[config.mk]
export PLATFORM = sky130hd
export DESIGN_NAME = arpd_ctrl
export DESIGN_NICKNAME = d
export VERILOG_FILES = /design/src/arpd_pkg.sv /design/src/arpd_ctrl.sv
export SDC_FILE = /design/constraint.sdc
export NUM_CORES = 1
export LEC_CHECK = 0
export ABC_AREA = 0
export BUFFER_PORTS_ARGS = -buffer_cell sky130_fd_sc_hd__buf_4
export CORE_ASPECT_RATIO = 1.4
export CORE_MARGIN = 4
export CORE_UTILIZATION = 50
export DETAILED_ROUTE_END_ITERATION = 10
export PLACE_DENSITY = 0.7
export SLEW_MARGIN = 25
export SYNTH_ARGS = -nofsm -noshare
export SYNTH_HDL_FRONTEND = slang
export SYNTH_SLANG_ARGS = --single-unit
[constraint.sdc]
create_clock -name ref_clk -period 3.9 [get_ports ref_clk]
set_input_delay 0.39 -clock ref_clk [delete_from_list [all_inputs] [get_ports ref_clk]]
set_output_delay 0.39 -clock ref_clk [all_outputs]
set_load 0.05 [all_outputs]
[src/arpd_pkg.sv]
// package: constants for the reference dac, power-down and reset control
package arpd_pkg;
    localparam int          DB_W          = 12;
    localparam int          DAC_W         = 10;
    localparam logic [11:0] DAC_RESET     = 12'h3FF;
    localparam logic [11:0] SEQ_RESET     = 12'h000;
    // control word fields
    localparam int          A_LSB         = 0;
    localparam int          R_LSB         = 3;
    localparam int          CH_LSB        = 5;
    localparam int          DEEP_BIT      = 7;
    localparam int          NAP_BIT       = 8;
    localparam int          ANAP_BIT      = 9;
    localparam logic [1:0]  R_SEL_EXT     = 2'h1;
    localparam logic [2:0]  ACT_DAC_WR    = 3'h1;
    localparam logic [2:0]  ACT_DAC_RD    = 3'h3;
    localparam logic [2:0]  ACT_SEQ_WR    = 3'h4;
    localparam logic [2:0]  ACT_SWRESET   = 3'h5;
    localparam logic [2:0]  ACT_SEQ_RD    = 3'h6;
    // sequencer field positions
    localparam int          SL_LSB        = 8;
    localparam int          SEQ_MODE_BIT  = 11;
    // timing
    localparam int          CLK_PERIOD_PS = 8000;
    localparam int          DEEP_ACT_NS   = 2000;
    localparam int          DEEP_WAKE_NS  = 1000;
    localparam int          NAP_ACT_NS    = 200;
    localparam int          SWRST_NS      = 20;
    localparam int          NAP_WAKE_CLK  = 6;
    localparam int          CONV_CLK      = 22;
    localparam int          DEEP_ACT_CYC  = (DEEP_ACT_NS * 1000) / CLK_PERIOD_PS;
    localparam int          DEEP_WAKE_CYC = (DEEP_WAKE_NS * 1000) / CLK_PERIOD_PS;
    localparam int          NAP_ACT_CYC   = (NAP_ACT_NS * 1000) / CLK_PERIOD_PS;
    localparam int          SWRST_CYC     = (SWRST_NS * 1000 + CLK_PERIOD_PS - 1) / CLK_PERIOD_PS;
    typedef enum logic [1:0] {ARPD_NEXT_CFG, ARPD_NEXT_DAC_WR, ARPD_NEXT_SEQ_WR} arpd_next_type;
    typedef enum logic [1:0] {ARPD_RD_CONV, ARPD_RD_DAC, ARPD_RD_SEQ} arpd_rd_type;
endpackage : arpd_pkg

[src/arpd_ctrl.sv]
// control logic: dac register, sequence position, power-down, soft reset
`timescale 1ns/1ps
module arpd_ctrl
    import arpd_pkg::*;
#(
    parameter int DEEP_WAKE = DEEP_WAKE_CYC
)(
    // clock and reset
    input  wire logic                  ref_clk,
    input  wire logic                  rst_n,
    // parallel interface
    input  wire logic                  wr_n,
    input  wire logic                  rd_n,
    input  wire logic [DB_W-1:0]       db_in,
    output logic      [DB_W-1:0]       db_out,
    output logic                       db_oe,
    // conversion
    input  wire logic                  conversion_start,
    input  wire logic                  conv_done,
    output logic                       conv_go,
    output logic                       conv_abort,
    // analog control
    output logic      [1:0]            chan_sel,
    output logic      [DAC_W-1:0]      ref_dac_code,
    output logic                       deep_pd,
    output logic                       nap_pd,
    output logic                       analog_ready,
    output logic                       iface_busy
);
    import arpd_pkg::*;
    if (DEEP_WAKE < 1 || DEEP_WAKE > 65535)
    begin : g_param_chk
        $error("DEEP_WAKE must be 1 to 65535 cycles");
    end

    logic [DB_W-1:0]  cfg_r;
    logic [DB_W-1:0]  reference_dac_code_r;
    logic [DB_W-1:0]  seq_r;
    logic [1:0]       slot_r;
    arpd_next_type    next_r;
    arpd_rd_type      rd_r;
    logic             wr_d_r;
    logic             rd_d_r;
    logic             cs_d_r;
    logic             deep_bit_r;
    logic             nap_bit_r;
    logic             deep_pd_r;
    logic             nap_pd_r;
    logic             anap_pd_r;
    logic [15:0]      wake_cnt_r;
    logic [2:0]       go_cnt_r;
    logic [2:0]       rst_cnt_r;
    logic [DB_W-1:0]  db_out_r;
    logic             db_oe_r;
    logic             abort_r;
    logic             go_r;
    logic             busy_r;
    logic             nap_out_r;

    wire              wr_rise   = ~wr_d_r & wr_n;
    wire              rd_fall   = rd_d_r & ~rd_n;
    wire              cs_fall   = cs_d_r & ~conversion_start;
    wire              live      = (rst_cnt_r == 3'h0);
    wire [2:0]        act       = db_in[A_LSB+2:A_LSB];
    wire              ext_sel   = db_in[R_LSB+1:R_LSB] == R_SEL_EXT;
    wire              cfg_wr    = wr_rise & live & (next_r == ARPD_NEXT_CFG);
    wire              do_swrst  = cfg_wr & (act == ACT_SWRESET);
    wire [1:0]        seq_len   = seq_r[SL_LSB+1:SL_LSB];
    wire              seq_on    = seq_len != 2'h0;
    wire              pd_now    = deep_pd_r | nap_pd_r;
    wire [1:0]        slot_next = (slot_r >= seq_len) ? 2'h1 : slot_r + 2'h1;
    wire [1:0]        slot_ch   = slot_r == 2'h1 ? seq_r[7:6] :
                                  slot_r == 2'h2 ? seq_r[5:4] : seq_r[3:2];

    // configuration, dac and sequencer registers; power-down leaves them alone
    always_ff @(posedge ref_clk or negedge rst_n)
    begin
        if (!rst_n)
        begin
            cfg_r                <= 12'h000;
            reference_dac_code_r <= DAC_RESET;
            seq_r                <= SEQ_RESET;
            next_r               <= ARPD_NEXT_CFG;
            rd_r                 <= ARPD_RD_CONV;
        end
        else if (do_swrst)
        begin
            cfg_r                <= 12'h000;
            reference_dac_code_r <= DAC_RESET;
            seq_r                <= SEQ_RESET;
            next_r               <= ARPD_NEXT_CFG;
            rd_r                 <= ARPD_RD_CONV;
        end
        else if (wr_rise && live)
        begin
            unique case (next_r)
                ARPD_NEXT_DAC_WR:
                begin
                    reference_dac_code_r <= {2'h0, db_in[DAC_W-1:0]};
                    next_r               <= ARPD_NEXT_CFG;
                end
                ARPD_NEXT_SEQ_WR:
                begin
                    seq_r  <= {db_in[DB_W-1:2], 2'h0};
                    next_r <= ARPD_NEXT_CFG;
                end
                ARPD_NEXT_CFG:
                begin
                    cfg_r <= db_in;
                    rd_r  <= ARPD_RD_CONV;
                    if (ext_sel && act == ACT_DAC_WR) next_r <= ARPD_NEXT_DAC_WR;
                    if (ext_sel && act == ACT_SEQ_WR) next_r <= ARPD_NEXT_SEQ_WR;
                    if (ext_sel && act == ACT_DAC_RD) rd_r <= ARPD_RD_DAC;
                    if (ext_sel && act == ACT_SEQ_RD) rd_r <= ARPD_RD_SEQ;
                end
            endcase
        end
        else if (rd_fall)
            rd_r <= ARPD_RD_CONV;
    end

    // edge capture, sequence position, soft reset hold-off
    always_ff @(posedge ref_clk or negedge rst_n)
    begin
        if (!rst_n)
        begin
            wr_d_r    <= 1'b1;
            rd_d_r    <= 1'b1;
            cs_d_r    <= 1'b1;
            slot_r    <= 2'h0;
            rst_cnt_r <= 3'h0;
            busy_r    <= 1'b0;
        end
        else
        begin
            wr_d_r    <= wr_n;
            rd_d_r    <= rd_n;
            cs_d_r    <= conversion_start;
            rst_cnt_r <= do_swrst ? 3'(SWRST_CYC) : (live ? 3'h0 : rst_cnt_r - 3'h1);
            busy_r    <= do_swrst | (rst_cnt_r > 3'h1);
            if (do_swrst || !seq_on)
                slot_r <= 2'h0;
            else if (slot_r == 2'h0)
                slot_r <= 2'h1;
            else if (cs_fall && !pd_now)
                slot_r <= slot_next;
        end
    end

    // power-down: deep and nap act on the write edge after their bits are set, auto-nap on conv_done
    always_ff @(posedge ref_clk or negedge rst_n)
    begin
        if (!rst_n)
        begin
            deep_bit_r <= 1'b0;
            nap_bit_r  <= 1'b0;
            deep_pd_r  <= 1'b0;
            nap_pd_r   <= 1'b0;
            anap_pd_r  <= 1'b0;
            wake_cnt_r <= 16'h0000;
            go_cnt_r   <= 3'h0;
            abort_r    <= 1'b0;
            go_r       <= 1'b0;
        end
        else
        begin
            abort_r <= 1'b0;
            go_r    <= 1'b0;
            if (do_swrst)
            begin
                deep_bit_r <= 1'b0;
                nap_bit_r  <= 1'b0;
                deep_pd_r  <= 1'b0;
                nap_pd_r   <= 1'b0;
                anap_pd_r  <= 1'b0;
                go_cnt_r   <= 3'h0;
                wake_cnt_r <= 16'h0000;
            end
            else
            begin
                if (cfg_wr)
                begin
                    deep_bit_r <= db_in[DEEP_BIT];
                    nap_bit_r  <= db_in[NAP_BIT];
                end
                if (wr_rise && live && deep_bit_r && !deep_pd_r)
                begin
                    deep_pd_r <= 1'b1;
                    abort_r   <= 1'b1;
                end
                if (wr_rise && live && nap_bit_r && !nap_pd_r)
                begin
                    nap_pd_r <= 1'b1;
                    abort_r  <= 1'b1;
                end
                if (cfg_wr && !db_in[DEEP_BIT] && deep_pd_r)
                begin
                    deep_pd_r  <= 1'b0;
                    wake_cnt_r <= 16'(DEEP_WAKE);
                end
                else if (cfg_wr && !db_in[NAP_BIT] && nap_pd_r)
                begin
                    nap_pd_r   <= 1'b0;
                    wake_cnt_r <= 16'(NAP_WAKE_CLK);
                end
                else if (wake_cnt_r != 16'h0000)
                    wake_cnt_r <= wake_cnt_r - 16'h0001;
                if (cfg_r[ANAP_BIT] && conv_done)
                    anap_pd_r <= 1'b1;
                else if (!cfg_r[ANAP_BIT])
                    anap_pd_r <= 1'b0;
                if (cs_fall && !pd_now && anap_pd_r)
                begin
                    anap_pd_r <= 1'b0;
                    go_cnt_r  <= 3'(NAP_WAKE_CLK);
                end
                else if (cs_fall && !pd_now && wake_cnt_r == 16'h0000)
                    go_r <= 1'b1;
                else if (go_cnt_r != 3'h0)
                begin
                    go_cnt_r <= go_cnt_r - 3'h1;
                    go_r     <= go_cnt_r == 3'h1;
                end
            end
        end
    end

    // read-back and analog outputs
    always_ff @(posedge ref_clk or negedge rst_n)
    begin
        if (!rst_n)
        begin
            db_out_r <= 12'h000;
            db_oe_r  <= 1'b0;
        end
        else
        begin
            db_oe_r <= ~rd_n & (rd_fall ? (rd_r != ARPD_RD_CONV) : db_oe_r);
            if (rd_fall)
                db_out_r <= rd_r == ARPD_RD_DAC ? {2'h0, reference_dac_code_r[DAC_W-1:0]}
                          : rd_r == ARPD_RD_SEQ ? {seq_r[DB_W-1:2], slot_r} : 12'h000;
        end
    end

    always_ff @(posedge ref_clk or negedge rst_n)
    begin
        if (!rst_n)
        begin
            chan_sel     <= 2'h0;
            ref_dac_code <= DAC_RESET[DAC_W-1:0];
            analog_ready <= 1'b1;
            nap_out_r    <= 1'b0;
        end
        else
        begin
            chan_sel     <= seq_on ? slot_ch : cfg_r[CH_LSB+1:CH_LSB];
            ref_dac_code <= reference_dac_code_r[DAC_W-1:0];
            analog_ready <= ~pd_now & ~anap_pd_r & (wake_cnt_r == 16'h0000) & (go_cnt_r == 3'h0);
            nap_out_r    <= nap_pd_r | anap_pd_r;
        end
    end

    assign db_out     = db_out_r;
    assign db_oe      = db_oe_r;
    assign conv_go    = go_r;
    assign conv_abort = abort_r;
    assign deep_pd    = deep_pd_r;
    assign nap_pd     = nap_out_r;
    assign iface_busy = busy_r;
endmodule : arpd_ctrl

== Word level (Yosys, flattened, before mapping) ==
Index checks and enable logic that the tools add are counted.

* Add/subtract/negate cells: 4
* Magnitude comparators: 2
* Eq/ne operators: 17
* Mux-type cells: 62
* Bitwise gates (word level): 18
* Reduce and logical (&&, ||, !) cells: 50

{| class="wikitable"
|+ Operator list
! kind !! count
|-
| $mux W16 || 4
|-
| $mux W10 || 6
|-
| $mux W12 || 5
|-
| $mux W2 || 16
|-
| $mux W1 || 24
|-
| $mux W3 || 6
|-
| $logic_and A1 B1 Y1 || 17
|-
| $logic_not A16 Y1 || 1
|-
| $reduce_bool A16 Y1 || 1
|-
| $sub A16 B1 Y16 const B || 1
|-
| $reduce_bool A3 Y1 || 5
|-
| $reduce_bool A2 Y1 || 7
|-
| $reduce_and A2 Y1 || 6
|-
| $and A1 B1 Y1 || 10
|-
| $eq A3 B3 Y1 const B || 3
|-
| $eq A2 B1 Y1 const B || 4
|-
| $eq A2 B2 Y1 const B || 3
|-
| $eq A3 B1 Y1 const B || 2
|-
| $logic_not A1 Y1 || 6
|-
| $logic_not A3 Y1 || 2
|-
| $ne A3 B3 Y1 const B || 2
|-
| $sub A3 B1 Y3 const B || 2
|-
| $not A1 Y1 || 5
|-
| $logic_not A2 Y1 || 2
|-
| other kinds (11) || 13
|}

* Flip-flop bits (word level): 98
* Input bits: 18
* Output and inout port bits: 31

== Logic depth before layout (Yosys ltp) ==
Gate-level depths: netlist (run 1).

* Word-level depth: 9
* Depth in mapped cells: 8
* Gate-level depth less buffers: 7

== Worst setup path after synthesis (run 1) ==
Ideal clock, no wire load.

* Kind: flip-flop to flip-flop
* Start point: reg deep_pd_r (netlist: deep_pd)
* End point: reg go_cnt_r[1]
* Setup time: 0.078 ns
* Arrival: 2.056 ns
* Path slack: 1.766 ns
* Stages on the path, launching flop included: 5
* Buffers on the path: 0
* Period minus slack after synthesis: 2.134 ns
* Path through: dfrtp_1 or4b_2 o21ai_0 mux2_2 a21oi_1

* Longest elaborated chain between the ends: 6
* Elaborated cells on any way between the ends: 10
* Classes of those cells: eq/ne (1); mux (2); bitwise (1); reduce/logical (6)

{| class="wikitable"
|+ RTL lines
! what !! line !! source
|-
| start, declared || arpd_ctrl.sv:47 || <nowiki>logic deep_pd_r;</nowiki>
|-
| start signal, assigned || arpd_ctrl.sv:157 || <nowiki>deep_pd_r <= 1'b0;</nowiki>
|-
| start signal, assigned || arpd_ctrl.sv:173 || <nowiki>deep_pd_r <= 1'b0;</nowiki>
|-
| start signal, assigned || arpd_ctrl.sv:188 || <nowiki>deep_pd_r <= 1'b1;</nowiki>
|-
| $or A1 B1 Y1 (*) || arpd_ctrl.sv:70 || <nowiki>wire pd_now = deep_pd_r | nap_pd_r;</nowiki>
|-
| $logic_not A1 Y1 (*) || arpd_ctrl.sv:212, arpd_ctrl.sv:217 ||
|-
| $logic_and A1 B1 Y1 (*) || arpd_ctrl.sv:212, arpd_ctrl.sv:217 ||
|-
| $logic_and A1 B1 Y1 (on tied branches) || arpd_ctrl.sv:212, arpd_ctrl.sv:217 ||
|-
| $ne A3 B3 Y1 (no source line), or another cell as far along || -- ||
|-
| $reduce_and A2 Y1 (no source line) / $mux W3 (equally long branches) || -- ||
|-
| end signal, assigned || arpd_ctrl.sv:215 || <nowiki>go_cnt_r <= 3'(NAP_WAKE_CLK);</nowiki>
|-
| end signal, assigned || arpd_ctrl.sv:221 || <nowiki>go_cnt_r <= go_cnt_r - 3'h1;</nowiki>
|-
| end, declared || arpd_ctrl.sv:51 || <nowiki>logic [2:0] go_cnt_r;</nowiki>
|}

Mark *: on every way between the ends. The rest lies on a longest branch, timed or not.
A chain may end at the register's enable or synchronous reset.

== Final worst setup path (run 1) ==
* Start point: reg wake_cnt_r[12]
* End point: reg go_cnt_r[1]

* Longest elaborated chain between the ends: 4

{| class="wikitable"
|+ RTL lines
! what !! line !! source
|-
| start, declared || arpd_ctrl.sv:50 || <nowiki>logic [15:0] wake_cnt_r;</nowiki>
|-
| start signal, assigned || arpd_ctrl.sv:199 || <nowiki>wake_cnt_r <= 16'(DEEP_WAKE);</nowiki>
|-
| start signal, assigned || arpd_ctrl.sv:204 || <nowiki>wake_cnt_r <= 16'(NAP_WAKE_CLK);</nowiki>
|-
| start signal, assigned || arpd_ctrl.sv:207 || <nowiki>wake_cnt_r <= wake_cnt_r - 16'h0001;</nowiki>
|-
| $logic_not A16 Y1 || arpd_ctrl.sv:217 || <nowiki>else if (cs_fall && !pd_now && wake_cnt_r == 16'h0000)</nowiki>
|-
| $logic_and A1 B1 Y1 || arpd_ctrl.sv:217 ||
|-
| $ne A3 B3 Y1 (no source line) || -- ||
|-
| $reduce_and A2 Y1 (no source line) || -- ||
|}

No other way between the ends.

==> results.py, run 1 <==
metrics = {
    "setup_path": {
        "slowest_delay_ps": 610,
        "cp_cell_sequence": "nor4_1 -> nand4_1 -> o21ai_0 -> mux2_2 -> a21oi_1",
        "slowest_stage": "nor4_1",
        "path_buf_inv": 0,
        "cp_max_fo": 4,
        "worstPathArrival_ps": 2590,
        "critical_path_class": "reg2reg",
        "cp_data_required_time_ps": 4190,
        "cp-start-kind": "register",
        "endpoint_kind": "register",
        "crit_family": "simple AND/OR/NAND/NOR gates",
    },
    "yosys": {
        "netlist_area_um2": 3910,
        "syn_avg_cell_area_um2": 10.8,
        "syn_nets": 390,
        "synth-main-ff-cell": "dfrtp_1",
        "yosys.area.top_type": "dfrtp_1",
        "ys_warn_count": 0,
        "synthArstFlopShare_pct": 100,
        "synthDistinctLibCells": 51,
        "ys_seq_elements": 89,
        "synth_enable_flop_cells": 0,
        "synth_seq_area_share_pct": 57.8,
        "yosys-top-cells-area": "dfrtp_1 (42%), dfstp_2 (16%), nand2_1 (4.5%)",
        "postSynthCellCount": 363,
        "synth.top_cell.area_share_pct": 41.6,
    },
    "cts": {
        "cts_resized": 0,
        "htreeDepth": 3,
        "cts_buffers": 9,
        "clockBufferDepth": 2,
        "path_clk_slew_ps": 90,
        "postCtsHoldBufs": 0,
        "tritoncts": "built",
        "cts_root_buf": "clkbuf_8",
        "clock_sinks": 89,
        "clock_latency_ps": 370,
        "post_cts_buffers": 0,
    },
    "grt": {
        "grt_overflow": 0,
        "globalRouteTotalUtil_pct": 20.6,
        "antenna_found_initial": 0,
        "grt_max_degree": 90,
        "grt_pass1_vias": 2964,
        "grt_pass1_wl_um": 14300,
    },
    "power_and_ir_drop": {
        "powerDensity_nw_per_um2": 638,
        "ir_drop_v": 0.000285,
        "leakage_nw": 2.05,
        "fin_total_pwr_mw": 2.89,
    },
    "job": {
        "drv_cap": 0,
    },
    "layout": {
        "antenna_cells": 0,
        "final_cell_mix": "dfrtp_1 (65), nand2_1 (47), buf_4 (47), nor2_1 (30), o21ai_0 (26)",
        "area_growth_syn_to_layout_pct": 15.9,
        "nets": 435,
        "layout_commonest_cell": "dfrtp_1",
        "utilization_pct": 60.4,
        "postLayoutCellArea_um2": 4530,
        "final_layout_size_suffix_gt1_share_pct": 24.7,
    },
    "timing": {
        "rsz0062_at_grt": "false",
        "max_freq_mhz": 435,
        "worst_pin_slew_ps": 999,
        "setup_viol": 0,
        "period_needed_ps": 2300,
        "timing_hold_violations_final": 0,
        "period_share_pct": 59.0,
        "slew_headroom_pct": 32.5,
        "maxSlewViolCount": 0,
        "finClkSkew_ps": 7.35,
        "tns_ps": 0,
    },
    "floorplan": {
        "die_area_um2": 9310,
        "die_w_um": 82.7,
        "initial_utilization_pct": 52.1,
        "core_area_um2": 7500,
        "die_h_um": 113,
        "io_pins": 49,
        "rows": 37,
    },
    "detailed_routing": {
        "first_pass_iters": 4,
        "totalWireLength_um": 8550,
        "ant_nets": 0,
        "num_vias": 2877,
        "wl_per_cell_um": 16.8,
        "drc_errors": 0,
        "drtIter0Drc": 185,
        "vias_per_cell": 5.64,
    },
    "placed_design": {
        "hpwl_um": 6010,
        "io_buffer_count": 48,
        "gp_congestion": 0.754,
        "place_area_um2": 4330,
    },
    "min_path": {
        "min_path_type": "in2async",
    },
    "run_status": {
        "status": "finished clean",
    },
}
[kinds of logic after synthesis]
family          synth area share [%]
compound gates                  14.5
xor+xnor                        2.47
fa+ha+maj                       2.88
buf+inv                         2.56
flops                           57.8
mux                             1.38
simple gates                    18.4
[layout make-up]
type	count	area, µm²
Tap cell	97	121
Clock inverter	4	52.6
Multi-Input combinational cell	250	1550
Sequential cell	89	2260
Inverter	10	37.5
Fill cell	651	2970
Clock buffer	12	145
Timing Repair Buffer	48	364
[worst register-to-register path: stages, from the launching register on]
cell and delay, ps:
dfrtp_1 430, nor4_1 610, nand4_1 290, o21ai_0 380
mux2_2 370, a21oi_1 140
[power by group]
part / switching, mW / internal, mW / total, mW
logic: 0.537 / 0.343 / 0.880
registers: 0.191 / 1.18 / 1.37
clock network: 0.322 / 0.314 / 0.636
[stage by stage]
stage | hold slack [ps] | worst slack [ps] | std cells
after floorplan | 94.4 | 1770 | 363
after global placement | 364 | 1700 | 494
after detailed placement | 364 | 1620 | 494
after CTS | 98.5 | 1610 | 510
after global routing | 122 | 1330 | 510
final | 62.8 | 1600 | 510
[state kept, by name, summed over array words and instances (netlist names), 2 cells and up]
name	flops
wake_cnt_r	16
db_out	12
chan_sel	2
seq_r	10
ref_dac_code	10
slot_r	2
go_cnt_r	3
rd_r	2
rst_cnt_r	3
next_r	2
reference_dac_code_r	10
cfg_r	3
[synthesized netlist by cell type, types with 2 or more instances]
master     n
a22oi_1   13
nor2_1    30
nand3_1    8
xnor2_1    6
xor2_1     5
or2_2      4
nand4_1    2
o22a_1     8
nor3b_1    2
or4_1      2
a22o_1     8
nor3_1    11
mux2i_1    2
ha_1       9
clkbuf_1  11
a21oi_1   17
inv_1     10
nand4b_1   2
mux2_2     3
dfrtp_1   65
o21ai_0   26
nand2_1   47
nor2b_1    7
nand2b_1   6
o21ai_2    5
or3_1      3
dfstp_2   24
a211oi_1   2
nor4_1     3
[metal layers]
metal / wire length (µm) / part of all wire (%) / vias to the layer above / track usage [%]
met4: 315 / 3.7 / 0 / 11.0
li1: - / - / 1377 / -
met5: 0 / 0 / - / 0
met3: 349 / 4.1 / 26 / 4.25
met1: 3570 / 42 / 1411 / 25.1
met2: 4310 / 50 / 63 / 33.4
[final timing paths]
kind                                    startpoint              end  slack [ps]  depth (start not counted)
setup / recovery                    wake_cnt_r[12]      go_cnt_r[1]        1600                          5
hold / removal                               rst_n          conv_go          60                          1
setup reg to reg                    wake_cnt_r[12]      go_cnt_r[1]        1600                          5
hold reg to reg            reference_dac_code_r[8]  ref_dac_code[8]         370                          0
max in group asynchronous                    rst_n     rst_cnt_r[2]        3300                          1
min in group ref_clk                          rd_n           rd_d_r         140                          1
(Power assumes the default switching activity.)
==> run 2: changes to the inputs <==
--- a/config.mk
+++ b/config.mk
@@ -11,7 +11,7 @@
 export CORE_MARGIN = 4
 export CORE_UTILIZATION = 50
 export DETAILED_ROUTE_END_ITERATION = 10
-export PLACE_DENSITY = 0.7
+export PLACE_DENSITY = 0.73
 export SLEW_MARGIN = 25
 export SYNTH_ARGS = -nofsm -noshare
 export SYNTH_HDL_FRONTEND = slang
==> constraint.sdc (replaced) <==
create_clock -name ref_clk -period 2.04 [get_ports ref_clk]
set_input_delay 0.204 -clock ref_clk [delete_from_list [all_inputs] [get_ports ref_clk]]
set_output_delay 0.204 -clock ref_clk [all_outputs]
set_load 0.05 [all_outputs]
==> run 2 against run 1 <==
- cell count increased by 5.3%
- die area unchanged
- core utilization rose by 3.0 points
- clock power rose by 73%
- combinational power grew 120%
- sequential share of layout area is 2.3 points lower
- total power is 94% higher
- hold slack got worse by 9.9 ps
- fmax grew 19%
- clock skew grew 1.3 ps
==> results.py, run 2 (synthesis results as in run 1) <==
metrics = {
    "timing": {
        "rsz0062_at_grt": "false",
        "worst_pin_slew_ps": 897,
        "period_needed_ps": 1940,
        "max_freq_mhz": 516,
        "timing_hold_violations_final": 0,
        "period_share_pct": 94.9,
        "setup_viol": 0,
        "tns_ps": 0,
        "finClkSkew_ps": 8.68,
        "maxSlewViolCount": 0,
        "slew_headroom_pct": 40.1,
    },
    "cts": {
        "cts_buffers": 9,
        "path_clk_slew_ps": 90,
        "clockBufferDepth": 2,
        "clock_sinks": 89,
        "tritoncts": "built",
        "cts_root_buf": "clkbuf_8",
        "clock_latency_ps": 360,
        "htreeDepth": 3,
    },
    "min_path": {
        "hold_path_end": "seq_r[10]",
        "whs_path_depth": 2,
        "min_path_type": "in2reg",
        "hp-start": "db_in[10]",
    },
    "placed_design": {
        "dpl.cell_count": 516,
        "hpwl_um": 6500,
        "place_area_um2": 4510,
        "gp_congestion": 0.812,
        "io_buffer_count": 48,
    },
    "detailed_routing": {
        "totalWireLength_um": 8960,
        "num_vias": 3000,
        "ant_nets": 0,
        "drc_errors": 0,
        "drtIter0Drc": 231,
        "wl_per_cell_um": 16.7,
        "first_pass_iters": 4,
        "vias_per_cell": 5.59,
    },
    "floorplan": {
        "die_h_um": 113,
        "core_area_um2": 7500,
        "rows": 37,
        "initial_utilization_pct": 52.1,
        "die_area_um2": 9310,
        "die_w_um": 82.7,
        "io_pins": 49,
    },
    "grt": {
        "grt_max_degree": 66,
        "use_met1_pct": 27.2,
        "grtUsageMet3_pct": 2.97,
        "grt_pass1_wl_um": 14900,
        "busiest_layer": "met2",
        "grt_pass1_vias": 3055,
        "grtUsageMet2_pct": 34.8,
        "grt_overflow": 0,
        "globalRouteTotalUtil_pct": 21.2,
        "antenna_found_initial": 0,
    },
    "setup_path": {
        "endpoint_kind": "register",
        "cp_cell_sequence": "or4_1 -> or3_1 -> buf_4 -> a22o_1",
        "cp_max_fo": 15,
        "cp_data_required_time_ps": 2290,
        "reg2reg_from": "rst_cnt_r[2]",
        "rrSetupSlack_ps": 100,
        "crit_cells": 4,
        "r2r_end": "seq_r[4]",
        "slowest_delay_ps": 550,
        "cp-start-kind": "register",
        "worstPathArrival_ps": 2180,
        "path_buf_inv": 1,
        "critical_path_class": "reg2reg",
        "ff2ff_path_depth": 4,
        "crit_family": "simple AND/OR/NAND/NOR gates",
        "slowest_stage": "or4_1",
    },
    "layout": {
        "area_growth_syn_to_layout_pct": 21.6,
        "antenna_cells": 0,
        "postLayoutCellArea_um2": 4750,
        "final_layout_size_suffix_gt1_share_pct": 29.3,
        "ff_latch_area_um2": 2260,
        "stdcell_count": 537,
        "fill_cells": 639,
        "multiInputGateArea_um2": 1570,
        "final_cell_mix": "buf_4 (70), dfrtp_1 (64), nand2_1 (47), nor2_1 (30), o21ai_0 (25)",
        "layout_commonest_cell": "buf_4",
        "nets": 462,
        "max_flop_register": "wake_cnt_r",
        "largest_register_ffs": 16,
    },
    "power_and_ir_drop": {
        "powerDensity_nw_per_um2": 1180,
        "power_frac_seq_pct": 46.5,
        "p_sw_share_pct": 37.0,
        "p_clk_share_pct": 19.6,
        "power_switching_mw": 2.08,
        "p_int_mw": 3.54,
        "combinationalPowerShare_pct": 34.0,
        "leakage_nw": 2.18,
        "ir_drop_v": 0.000640,
    },
    "run_status": {
        "status": "finished clean",
    },
    "job": {
        "drv_cap": 0,
    },
}
run 2: cell count changes in the layout (fill, tap and decap cells not counted), sizes merged:
cell	delta
dlygate4sd3	+4
buf	+23
clkinvlp	-1
bufinv	-1
clkinv	+2
run 2: per-stage QoR:
stage / hold WS (ps) / total power, mW / setup slack (ps) / util [%]
2_1_floorplan: -91.6 / 3.85 / 11.3 / -
3_3_place_gp: 131 / 4.43 / 87.5 / 60.1
3_5_place_dp: 129 / 4.50 / 23.7 / 60.1
4_1_cts: 38.6 / 5.61 / 23.9 / 62.9
5_1_grt: 44.8 / 5.96 / 4.37 / 63.3
6_report: 52.9 / 5.61 / 104 / 63.3
run 2: timing repair:
item,CTS,global route
gates resized for setup,0,6
hold buffers,4,0
setup buffers,0,1
endpoints found under the setup margin,0,5
hold endpoints to repair,25,0
run 2: metal layers:
metal	part of all wire, %	wire length, µm
met4	2.3	204
met3	4.5	404
met1	41	3650
met2	52	4690
met5	0	0
run 2: power groups by stage:
stage / clock, mW / sequential [mW] / combinational [mW]
final: 1.10 / 2.61 / 1.91
after global routing: 1.20 / 2.67 / 2.09
after CTS: 1.13 / 2.60 / 1.89
after detailed placement: 0 / 2.63 / 1.88
after global placement: 0 / 2.61 / 1.82
after floorplan: 0 / 2.97 / 0.877
run 2: worst max path at each step:
stage                     startpoint            end  slack [ps]
finish                  rst_cnt_r[2]       seq_r[4]         100
global route            rst_cnt_r[2]  wake_cnt_r[6]           4
CTS                 conversion_start      slot_r[1]          20
detailed placement            cs_d_r      slot_r[1]          20
global placement              cs_d_r      slot_r[1]          90
floorplan                    deep_pd    go_cnt_r[1]          10
run 2: layout make-up:
class,instances,share of cell area [%]
Clock buffer,12,3.06
Clock inverter,4,0.606
Inverter,10,0.790
Multi-Input combinational cell,250,33.1
Sequential cell,89,47.5
Tap cell,97,2.55
Timing Repair Buffer,75,12.3
==> run 3: changes to the inputs <==
--- a/config.mk
+++ b/config.mk
@@ -12,6 +12,7 @@
 export CORE_UTILIZATION = 50
 export DETAILED_ROUTE_END_ITERATION = 10
 export PLACE_DENSITY = 0.73
+export RECOVER_POWER = 25
 export SLEW_MARGIN = 25
 export SYNTH_ARGS = -nofsm -noshare
 export SYNTH_HDL_FRONTEND = slang
==> run 3 against run 2 <==
- cell area fell by 0.32%
- critical path type unchanged
- core utilization fell by 0.20 points
- total power fell by 0.47%
==> results.py, run 3 (synthesis results as in run 1) <==
metrics = {
    "run_status": {
        "status": "finished clean",
    },
    "floorplan": {
        "core_area_um2": 7500,
        "initial_utilization_pct": 52.1,
        "die_w_um": 82.7,
        "io_pins": 49,
        "die_area_um2": 9310,
        "rows": 37,
        "die_h_um": 113,
    },
    "detailed_routing": {
        "ant_nets": 0,
        "first_pass_iters": 4,
        "vias_per_cell": 5.64,
        "wl_per_cell_um": 16.7,
        "num_vias": 3031,
        "drtIter0Drc": 237,
        "totalWireLength_um": 8960,
        "drc_errors": 0,
    },
    "timing": {
        "maxSlewViolCount": 0,
        "setup_viol": 0,
        "finClkSkew_ps": 11.9,
        "max_freq_mhz": 516,
        "period_needed_ps": 1940,
        "tns_ps": 0,
        "timing_hold_violations_final": 0,
        "slew_headroom_pct": 8.38,
        "worst_pin_slew_ps": 1370,
        "rsz0062_at_grt": "false",
        "setup_slack_ps": 101,
        "period_share_pct": 95.0,
    },
    "setup_path": {
        "rrSetupSlack_ps": 100,
        "crit_path_end": "seq_r[4]",
        "cp-start-kind": "register",
        "endpoint_kind": "register",
        "critical_path_class": "reg2reg",
        "r2r_end": "seq_r[4]",
        "cp_data_required_time_ps": 2290,
        "worstPathArrival_ps": 2190,
        "cp_max_fo": 15,
        "reg2reg_from": "rst_cnt_r[2]",
        "startpoint": "rst_cnt_r[2]",
        "ff2ff_path_depth": 4,
    },
    "grt": {
        "globalRouteTotalUtil_pct": 21.2,
        "grt_overflow": 0,
        "grt_pass1_wl_um": 14900,
        "grt_pass1_vias": 3055,
        "grt_max_degree": 66,
        "antenna_found_initial": 0,
    },
    "cts": {
        "cts_buffers": 9,
        "cts_root_buf": "clkbuf_8",
        "htreeDepth": 3,
        "tritoncts": "built",
        "clock_latency_ps": 360,
        "path_clk_slew_ps": 90,
        "clockBufferDepth": 2,
        "clock_sinks": 89,
    },
    "placed_design": {
        "gp_congestion": 0.812,
        "place_ws_ps": 23.7,
        "hpwl_um": 6500,
        "dpl.cell_count": 516,
        "io_buffer_count": 48,
    },
    "power_and_ir_drop": {
        "powerDensity_nw_per_um2": 1180,
        "fin_total_pwr_mw": 5.59,
        "ir_drop_v": 0.000632,
        "leakage_nw": 2.16,
    },
    "layout": {
        "final_cell_mix": "buf_4 (66), dfrtp_1 (64), nand2_1 (47), nor2_1 (30), o21ai_0 (25)",
        "stdcell_count": 537,
        "max_flop_register": "wake_cnt_r",
        "utilization_pct": 63.1,
        "fill_cells": 640,
        "area_growth_syn_to_layout_pct": 21.2,
        "layout_commonest_cell": "buf_4",
        "largest_register_ffs": 16,
        "final_layout_size_suffix_gt1_share_pct": 25.9,
        "antenna_cells": 0,
        "nets": 462,
    },
    "job": {
        "drv_cap": 0,
    },
    "min_path": {
        "min_path_type": "in2reg",
    },
}
## run 3: final cells by class
cell class / instances / area (µm²) / area share [%]
Inverter: 10 / 37.5 / 0.793
Clock buffer: 12 / 145 / 3.06
Tap cell: 97 / 121 / 2.56
Multi-Input combinational cell: 250 / 1570 / 33.2
Clock inverter: 4 / 28.8 / 0.608
Sequential cell: 89 / 2260 / 47.7
Timing Repair Buffer: 75 / 571 / 12.0
## run 3: through the flow
stage / area, µm² / hold slack (ps)
finish: 4740 / 53.3
global route: 4740 / 46.9
CTS: 4720 / 38.6
detailed placement: 4510 / 129
global placement: 4510 / 131
floorplan: 3910 / -91.6
## run 3: worst max-delay path, stage by stage (launching register included)
cell,delay [ps]
dfrtp_1,440
or4_1,550
or3_1,370
buf_4,210
a22o_1,250
## run 3: power breakdown
part	total [mW]	internal, mW	switching (mW)
Clock	1.10	0.477	0.623
Combinational	1.90	0.788	1.11
Sequential	2.59	2.24	0.345
Total	5.59	3.51	2.08
## run 3: how the worst min path moves through the flow
stage,depth (start not counted),start,slack [ps],to
after floorplan,0,rst_n,-90,anap_pd_r
after global placement,1,rst_n,130,nap_pd
after detailed placement,1,rst_n,130,nap_pd
after CTS,2,db_in[10],40,seq_r[10]
after global routing,2,db_in[11],50,seq_r[11]
final,2,db_in[10],50,seq_r[10]
## run 3: per-layer routing
metal,share of wire (%),global-route usage [%]
met1,41,27.2
met2,53,34.8
met3,4.1,2.97
met4,2.4,10.1
met5,0,0
## run 3: timing repair
item | in CTS | in global routing
hold endpoints to repair | 25 | 0
hold buffers | 4 | 0
setup buffers | 0 | 1
endpoints found under the setup margin | 0 | 5
resized for setup | 0 | 6
